===== src/otp_cal_pkg.sv =====
// Constants for the calibration shift register control block.
// Assumes a 200 MHz system clock and a host-driven serial command link.
package otp_cal_pkg;
    // ----------------------------------------
    // Shift register layout
    // ----------------------------------------
    localparam int SR_BITS = 9;
    localparam int VOP_MSB = 8;
    localparam int VOP_LSB = 4;
    localparam int TC_MSB = 3;
    localparam int TC_LSB = 1;
    localparam int SEAL_POS = 0;
    localparam logic [8:0] SR_RESET = 9'h000;
    // ----------------------------------------
    // Command bytes and fields
    // ----------------------------------------
    localparam int BYTE_BITS = 8;
    localparam logic [2:0] BIT_CNT_LAST = 3'h7;
    localparam logic [7:0] CMD_CAL_ENTRY = 8'h82;
    localparam logic [7:0] CMD_EXIT_PSAVE = 8'he1;
    localparam logic [4:0] PWR_OPCODE = 5'h05;
    localparam int PWR_OPC_MSB = 7;
    localparam int PWR_OPC_LSB = 3;
    localparam int PWR_FLD_MSB = 2;
    localparam int PWR_FLD_LSB = 1;
    localparam int PWR_TAG_BIT = 0;
    localparam logic [1:0] HV_FIELD_RESET = 2'h0;
    localparam int CONT_BIT = 7;
    localparam int DATA_BIT = 0;
    // ----------------------------------------
    // Timing
    // ----------------------------------------
    localparam int REFRESH_TIME_US = 5000;
    localparam int CLK_MHZ = 200;
    localparam int REFRESH_CYCLES = REFRESH_TIME_US * CLK_MHZ;
    localparam int CNT_W = 20;
endpackage : otp_cal_pkg


===== src/link_if.sv =====
// Received-byte channel from the link front end to the command logic.
// Assumes both ends run on clk_sys.
interface link_if;
    logic byte_ok;
    logic [7:0] byte_data;
    logic byte_dc;
    logic byte_rw;
    logic sclk_fall;
    modport src (output byte_ok, output byte_data, output byte_dc, output byte_rw, output sclk_fall);
    modport dst (input byte_ok, input byte_data, input byte_dc, input byte_rw, input sclk_fall);
endinterface : link_if


===== src/link_rx.sv =====
// Serial command link front end: synchronises the pins and assembles bytes.
// Assumes the link clock is much slower than clk_sys (80 ns versus 5 ns).
module link_rx (
    input wire logic clk_sys,
    input wire logic srst,
    input wire logic ce,
    input wire logic link_sclk,
    input wire logic link_sdin,
    input wire logic link_dc,
    input wire logic link_rw,
    input wire logic link_ce_n,
    link_if.src rx
);
    // ----------------------------------------
    // State
    // ----------------------------------------
    // Pin order in the sync vectors: {ce_n, rw, dc, sdin, sclk}
    typedef struct packed {
        logic [4:0] sync1;
        logic [4:0] sync2;
        logic sclk_d;
        logic [7:0] shift;
        logic [2:0] cnt;
        logic byte_ok;
        logic [7:0] byte_data;
        logic byte_dc;
        logic byte_rw;
        logic fall;
    } rx_state_t;

    rx_state_t st_ff;
    rx_state_t nxt_st;

    always_comb begin
        nxt_st = st_ff;
        nxt_st.sync1 = {link_ce_n, link_rw, link_dc, link_sdin, link_sclk};
        nxt_st.sync2 = st_ff.sync1;
        nxt_st.sclk_d = st_ff.sync2[0];
        nxt_st.byte_ok = 1'b0;
        nxt_st.fall = st_ff.sclk_d & ~st_ff.sync2[0];
        if (st_ff.sync2[4]) begin
            // Deselect realigns the byte boundary
            nxt_st.cnt = 3'h0;
        end else if (st_ff.sync2[0] & ~st_ff.sclk_d) begin
            nxt_st.shift = {st_ff.shift[6:0], st_ff.sync2[1]};
            nxt_st.cnt = st_ff.cnt + 3'h1;
            if (st_ff.cnt == otp_cal_pkg::BIT_CNT_LAST) begin
                nxt_st.byte_ok = 1'b1;
                nxt_st.byte_data = {st_ff.shift[6:0], st_ff.sync2[1]};
                nxt_st.byte_dc = st_ff.sync2[2];
                nxt_st.byte_rw = st_ff.sync2[3];
            end
        end
    end

    always_ff @(posedge clk_sys) begin
        if (srst) begin
            st_ff <= '0;
        end else if (ce) begin
            st_ff <= nxt_st;
        end
    end

    assign rx.byte_ok = st_ff.byte_ok;
    assign rx.byte_data = st_ff.byte_data;
    assign rx.byte_dc = st_ff.byte_dc;
    assign rx.byte_rw = st_ff.byte_rw;
    assign rx.sclk_fall = st_ff.fall;
endmodule : link_rx


===== src/otp_calibration_shift_control.sv =====
// Calibration mode, shift register and refresh control of the OTP slices.
// Assumes a serial command link sampled by clk_sys and OTP cell levels on clk_sys.
//
// What this block does
// - Byte 0x82 as write command enters calibration
// - Calibration mode enables loading and programming
// - Set seal bit makes entry command ignored
// - In calibration every write command byte (dc low) is shift data; dc-high bytes are ignored
// - D7 one stays, zero leaves calibration
// - Reset leaves calibration mode
// - Data bytes sent as commands; two bits used
// - D0 shifts in on link clock fall
// - Refresh reloads every bit from cells
// - Refresh lasts 5 ms; commands still run
// - Power-control command starts refresh outside power-save
// - In power-save store field, skip refresh
// - Contents partial until all bits shifted
// - Nine bits, offset first, seal last, MSB first
// - Entry refused until a refresh completed
// - All nine bits clear on reset
module otp_calibration_shift_control #(
    parameter int REFRESH_CYCLES = otp_cal_pkg::REFRESH_CYCLES
) (
    input wire logic clk_sys,
    input wire logic srst,
    input wire logic ce,
    input wire logic link_sclk,
    input wire logic link_sdin,
    input wire logic link_dc,
    input wire logic link_rw,
    input wire logic link_ce_n,
    input wire logic extended_set_select,
    input wire logic [8:0] otp_cell_data,
    output logic calibration_entry_mode,
    output logic cal_load_en,
    output logic otp_prog_en,
    output logic [4:0] lcd_voltage_offset_code,
    output logic [2:0] temp_coeff_default,
    output logic seal_bit,
    output logic [8:0] cal_shift_reg,
    output logic [1:0] hv_gen_power_field,
    output logic power_save,
    output logic refresh_busy,
    output logic refresh_valid,
    output logic cmd_valid,
    output logic [7:0] cmd_byte,
    output logic cmd_dc
);
    localparam logic [19:0] REFRESH_LAST = 20'(REFRESH_CYCLES - 1);

    // ----------------------------------------
    // Link front end
    // ----------------------------------------
    link_if lnk ();

    link_rx u_rx (
        .clk_sys(clk_sys),
        .srst(srst),
        .ce(ce),
        .link_sclk(link_sclk),
        .link_sdin(link_sdin),
        .link_dc(link_dc),
        .link_rw(link_rw),
        .link_ce_n(link_ce_n),
        .rx(lnk.src)
    );

    // ----------------------------------------
    // State
    // ----------------------------------------
    typedef struct packed {
        logic cal_mode;
        logic pend_shift;
        logic pend_bit;
        logic pend_cont;
        logic [8:0] sr;
        logic [1:0] hv_field;
        logic psave;
        logic busy;
        logic [19:0] cnt;
        logic refreshed;
        logic cmd_valid;
        logic [7:0] cmd_byte;
        logic cmd_dc;
    } ctl_state_t;

    ctl_state_t st_ff;
    ctl_state_t nxt_st;

    function automatic logic is_write_cmd(input logic dc, input logic rw);
        is_write_cmd = ~dc & ~rw;
    endfunction : is_write_cmd

    function automatic logic is_pwr_cmd(input logic [7:0] b);
        is_pwr_cmd = b[otp_cal_pkg::PWR_OPC_MSB:otp_cal_pkg::PWR_OPC_LSB] == otp_cal_pkg::PWR_OPCODE
                     && b[otp_cal_pkg::PWR_TAG_BIT];
    endfunction : is_pwr_cmd

    function automatic logic [8:0] shift_in(input logic [8:0] sr, input logic b);
        shift_in = {sr[otp_cal_pkg::SR_BITS-2:0], b};
    endfunction : shift_in

    // ----------------------------------------
    // Byte decode
    // ----------------------------------------
    logic byte_write;
    logic byte_entry;
    logic byte_exit_psave;
    logic byte_pwr;
    logic entry_allowed;
    logic refresh_done;

    assign byte_write = is_write_cmd(lnk.byte_dc, lnk.byte_rw);
    assign byte_entry = lnk.byte_data == otp_cal_pkg::CMD_CAL_ENTRY;
    assign byte_exit_psave = lnk.byte_data == otp_cal_pkg::CMD_EXIT_PSAVE;
    assign byte_pwr = is_pwr_cmd(lnk.byte_data);
    // Seal is only trustworthy once a refresh has loaded it
    assign entry_allowed = st_ff.refreshed && !st_ff.sr[otp_cal_pkg::SEAL_POS];
    // Last counted cycle of a refresh window
    assign refresh_done = st_ff.busy && st_ff.cnt == REFRESH_LAST;

    // ----------------------------------------
    // Next state
    // ----------------------------------------
    // The extended-set pin is deliberately unread: both commands decode the same either way
    always_comb begin
        nxt_st = st_ff;
        nxt_st.cmd_valid = 1'b0;
        // Counter runs beside command decoding, nothing waits on it
        if (st_ff.busy) begin
            nxt_st.cnt = st_ff.cnt + 20'h1;
            if (refresh_done) begin
                nxt_st.busy = 1'b0;
            end
        end
        if (lnk.byte_ok) begin
            if (st_ff.cal_mode) begin
                if (byte_write) begin
                    // Only the continuation and data bits matter here
                    nxt_st.pend_shift = 1'b1;
                    nxt_st.pend_bit = lnk.byte_data[otp_cal_pkg::DATA_BIT];
                    nxt_st.pend_cont = lnk.byte_data[otp_cal_pkg::CONT_BIT];
                end
            end else begin
                nxt_st.cmd_valid = 1'b1;
                nxt_st.cmd_byte = lnk.byte_data;
                nxt_st.cmd_dc = lnk.byte_dc;
                if (byte_write) begin
                    if (byte_entry) begin
                        if (entry_allowed) begin
                            nxt_st.cal_mode = 1'b1;
                            nxt_st.cmd_valid = 1'b0;
                        end
                    end else if (byte_exit_psave) begin
                        nxt_st.psave = 1'b0;
                        if (st_ff.psave) begin
                            nxt_st.busy = 1'b1;
                            nxt_st.cnt = '0;
                        end
                    end else if (byte_pwr) begin
                        nxt_st.hv_field = lnk.byte_data[otp_cal_pkg::PWR_FLD_MSB:otp_cal_pkg::PWR_FLD_LSB];
                        if (!st_ff.psave) begin
                            // A new command restarts the window, even in its last cycle
                            nxt_st.busy = 1'b1;
                            nxt_st.cnt = '0;
                        end
                    end
                end
            end
        end
        // Bit lands on the link clock fall that follows its byte
        if (st_ff.pend_shift && lnk.sclk_fall) begin
            nxt_st.pend_shift = 1'b0;
            // Earlier bits are only in place after all nine are
            nxt_st.sr = shift_in(st_ff.sr, st_ff.pend_bit);
            if (!st_ff.pend_cont) begin
                nxt_st.cal_mode = 1'b0;
            end
        end
        // Cell load comes last so it wins over a shift in the same cycle
        if (refresh_done) begin
            nxt_st.refreshed = 1'b1;
            nxt_st.sr = otp_cell_data;
        end
    end

    // ----------------------------------------
    // Registers
    // ----------------------------------------
    // Reset acts whether or not ce is high
    always_ff @(posedge clk_sys) begin
        if (srst) begin
            st_ff <= '0;
            st_ff.cal_mode <= 1'b0;
            st_ff.sr <= otp_cal_pkg::SR_RESET;
            st_ff.hv_field <= otp_cal_pkg::HV_FIELD_RESET;
            st_ff.psave <= 1'b1;
        end else if (ce) begin
            st_ff <= nxt_st;
        end
    end

    // ----------------------------------------
    // Outputs
    // ----------------------------------------
    assign calibration_entry_mode = st_ff.cal_mode;
    assign cal_load_en = st_ff.cal_mode;
    assign otp_prog_en = st_ff.cal_mode;
    assign lcd_voltage_offset_code = st_ff.sr[otp_cal_pkg::VOP_MSB:otp_cal_pkg::VOP_LSB];
    assign temp_coeff_default = st_ff.sr[otp_cal_pkg::TC_MSB:otp_cal_pkg::TC_LSB];
    assign seal_bit = st_ff.sr[otp_cal_pkg::SEAL_POS];
    assign cal_shift_reg = st_ff.sr;
    assign hv_gen_power_field = st_ff.hv_field;
    assign power_save = st_ff.psave;
    assign refresh_busy = st_ff.busy;
    assign refresh_valid = st_ff.refreshed;
    assign cmd_valid = st_ff.cmd_valid;
    assign cmd_byte = st_ff.cmd_byte;
    assign cmd_dc = st_ff.cmd_dc;
endmodule : otp_calibration_shift_control


===== config.mk =====
export PLATFORM = sky130hd
export DESIGN_NAME = otp_calibration_shift_control
export DESIGN_NICKNAME = d
export VERILOG_FILES = /design/src/otp_cal_pkg.sv /design/src/link_if.sv /design/src/link_rx.sv /design/src/otp_calibration_shift_control.sv
export SDC_FILE = /design/constraint.sdc
export NUM_CORES = 1
export LEC_CHECK = 0
export BUFFER_PORTS_ARGS = -buffer_cell sky130_fd_sc_hd__buf_2
export CAP_MARGIN = 30
export CORE_ASPECT_RATIO = 0.8
export CORE_UTILIZATION = 30
export DETAILED_ROUTE_END_ITERATION = 16
export SETUP_SLACK_MARGIN = 0.4
export SYNTH_ARGS = -nofsm -noshare
export SYNTH_HDL_FRONTEND = slang
export SYNTH_SLANG_ARGS = --single-unit

===== constraint.sdc =====
create_clock -name clk_sys -period 2.23 [get_ports clk_sys]
set_clock_uncertainty 0.15 [all_clocks]
set_input_delay 0.1115 -clock clk_sys [delete_from_list [all_inputs] [get_ports clk_sys]]
set_output_delay 0.1115 -clock clk_sys [all_outputs]
set_load 0.02 [all_outputs]

==> impl_metrics.env <==
export IMPL_synthAdderAreaFrac_pct=1.06
export IMPL_multiInputGateArea_sq_um=1740
export IMPL_drtIter0Drc=207
export IMPL_slew_limit_headroom_pct=66.1
export IMPL_cap_violations=0
export IMPL_p_per_area_nw_per_um2=652
export IMPL_syn_area_per_cell_sq_um=8.75
export IMPL_path_buf_inv=0
export IMPL_io_buffers=52
export IMPL_synth_ff_latch_count=81
export IMPL_clkSlewWorstSetupHoldPaths_ns=0.06
export IMPL_fin_hold_ws_ns=0.0553
export IMPL_hold_viol=0
export IMPL_syn_inst=405
export IMPL_cts_sinks=81
export IMPL_fmax_mhz=508
export IMPL_worstSetupPathType="flip-flop to flip-flop"
export IMPL_die_x_um=124
export IMPL_final_util_pct=38.0
export IMPL_synth_edf_count=0
export IMPL_irDropWorstVdd_uv=346
export IMPL_cpPeakStageDelay_ns=0.51
export IMPL_insertion_delay_ns=0.33
export IMPL_initial_core_util_pct=30.8
export IMPL_synth_top_area_share_pct=45.8
export IMPL_largest_reg_flops=23
export IMPL_synthFlopType="dfxtp_1"
export IMPL_async_flop_share_pct=0
export IMPL_rows=35
export IMPL_grtUsageMet1_pct=20.5
export IMPL_synth_nets=426
export IMPL_grt_pass1_vias=2613
export IMPL_crit_path_max_fanout=5
export IMPL_leakagePower_nw=1.76
export IMPL_grtUsageTotal_pct=13.3
export IMPL_use_met2_pct=17.5
export IMPL_wl_per_cell_um=13.4
export IMPL_syn_cell_area_sq_um=3540
export IMPL_h_tree_depth=3
export IMPL_dp_hpwl_um=5300
export IMPL_root_buffer="clkbuf_16"
export IMPL_clock_path_buffers=2
export IMPL_coreArea_sq_um=11500
export IMPL_required_ns=2.35
export IMPL_postRouteAntennaNets=0
export IMPL_critPathSlowestCell="or4_4"
export IMPL_die_area_sq_um=12300
export IMPL_gp_congestion=0.742
export IMPL_fin_crit_sh_pct=88.2
export IMPL_setup_violations=0
export IMPL_reg2regPathDepth=4
export IMPL_dp_cells=567
export IMPL_synth_top_family_by_area="simple AND/OR/NAND/NOR gates"
export IMPL_synth_compound_area_share_pct=12.8
export IMPL_setup_tns_ns=0
export IMPL_diodes=0
export IMPL_grt_met3_usage_pct=3.84
export IMPL_final_cells=601
export IMPL_min_period_ns=1.97
export IMPL_die_h_um=99.2
export IMPL_grt_overflow_total=0
export IMPL_status="finished, final reports clean"
export IMPL_yosysWarnings=0
export IMPL_crit_path_start_kind="flip-flop"
export IMPL_io_pin_count=54
export IMPL_firstDrtPassIters=4
export IMPL_min_path_type="input pin to flip-flop"
export IMPL_synthXorXnorAreaFrac_pct=2.97
export IMPL_numCtsBuffers=9
export IMPL_synth_simple_gate_area_share_pct=21.7
export IMPL_holdPathStages=2
export IMPL_synth_most_common_cell="dfxtp_1"
export IMPL_critPathArrivalTime_ns=2.09
export IMPL_regArea_sq_um=1660
export IMPL_dr_total_vias=2906
export IMPL_synth_seq_area_share_pct=45.8
export IMPL_antenna_found_initial=0
export IMPL_synth_common_cells="dfxtp_1 (81), nor2_1 (56), nand2_1 (51)"
export IMPL_top_usage_layer="met1"
export IMPL_crit_chain="or4_4 -> or4_4 -> o21ai_4 -> o221a_2"
export IMPL_via_per_inst=4.84
export IMPL_synthDistinctLibCells=42
export IMPL_cp_num_cells=4
export IMPL_grt_pass1_wl_um=12900
export IMPL_syn2layout_area_growth_pct=23.4
export IMPL_drive_above_1_share_pct=31.6
export IMPL_fill_cells=1148
export IMPL_rsz0062_at_grt="yes"
export IMPL_yosysTopAreaCell="dfxtp_1"
export IMPL_placedInstanceArea_sq_um=3830
export IMPL_fin_area_sq_um=4370
export IMPL_netlist_top_cells_area="dfxtp_1 (46%), mux2i_1 (6.5%), buf_4 (6.1%)"
export IMPL_finalMaxSlewViolations=0
export IMPL_cp_top_family="simple AND/OR/NAND/NOR gates"
export IMPL_cts_tree="built"
export IMPL_drc=0
export IMPL_end_kind="flip-flop"
export IMPL_crit_top_cell="or4_4"
export IMPL_routed_wl_um=8070
export IMPL_grt_max_degree=40
export IMPL_worstMarginPinSlew_ns=0.504
export IMPL_synth_mux_area_fraction_pct=6.50
export IMPL_fin_nets=470
-- cells in the final DEF, fill, tap and decap left out, types with 3 or more instances in the layout --
cell type | synthesis | final
nand4_1 | 7 | 7
nor4_1 | 6 | 5
inv_1 | 6 | 6
a21oi_1 | 32 | 29
dfxtp_2 | 0 | 10
buf_2 | 0 | 52
o221a_2 | 9 | 9
clkinv_2 | 0 | 4
buf_4 | 29 | 23
dlygate4sd3_1 | 0 | 5
dfxtp_1 | 81 | 65
dfxtp_4 | 0 | 6
a31oi_1 | 10 | 10
clkbuf_16 | 0 | 9
nand2_1 | 51 | 50
or4_4 | 2 | 6
nand3_1 | 6 | 4
mux2i_1 | 23 | 23
o21ai_0 | 7 | 7
or3_1 | 5 | 4
xnor2_1 | 10 | 10
o31ai_1 | 3 | 3
a21oi_2 | 0 | 3
nor3_1 | 4 | 3
nor2_1 | 56 | 56
-- path summary, 6_finish.rpt --
kind	startpoint	to	slack [ns]
worst min register to register	u_rx.st_ff[21]$_SDFFE_PP0P_	u_rx.rx.byte_data[7]$_SDFFE_PP0P_	0.30
worst max register to register	st_ff[22]$_SDFFE_PP0P_	cal_shift_reg[2]$_SDFFE_PP0P_	0.26
worst min-delay path	srst	cmd_byte[4]$_SDFFE_PP0P_	0.06
worst max-delay path	st_ff[22]$_SDFFE_PP0P_	cal_shift_reg[2]$_SDFFE_PP0P_	0.26
-- routing by layer --
metal,up-vias,wire length (um)
li1,1477,-
met1,1355,4370
met2,72,3260
met3,2,410
met4,0,38
met5,-,0
-- worst register-to-register path: stages, from the launching register on --
cell,delay [ns]
dfxtp_4,0.34
or4_4,0.51
or4_4,0.48
o21ai_4,0.22
o221a_2,0.22
-- what timing repair did --
action | 4_1_cts | 5_1_grt
endpoints found under the setup margin | 32 | 36
gates resized for setup | 8 | 26
cloned | 2 | 1
hold buffers | 5 | 0
buffers inserted | 4 | 7
hold endpoints to repair | 5 | 0
pin swaps | 6 | 8
-- metrics by stage --
step	setup slack, ns	power (mW)
after floorplan	0.316	1.54
after global placement	0.140	1.57
after detailed placement	0.118	1.57
after CTS	0.232	2.88
after global routing	0.214	2.97
final	0.263	2.85
-- cell type report --
type | instances | area share [%]
clock buffers | 11 | 5.55
clock inverters | 4 | 0.458
inverters | 6 | 0.515
multi-input cells | 269 | 39.8
flip-flops and latches | 81 | 37.9
well taps | 148 | 4.23
repair buffers | 82 | 11.6
-- logic make-up after synthesis --
logic type                 after synthesis
AOI/OAI and AO/OA                       69
xor gates and xnor gates                12
DFF                                     81
muxes                                   23
and+or+nand+nor                        160
buffers and inverters                   57
adders and majority gates                3
-- power breakdown --
| part | switching, mW | internal, mW |
|---|---|---|
| registers | 0.00647 | 1.45 |
| logic | 0.0512 | 0.0399 |
| clock network | 0.537 | 0.770 |
Note: power is estimated with default switching activity, not from simulation.
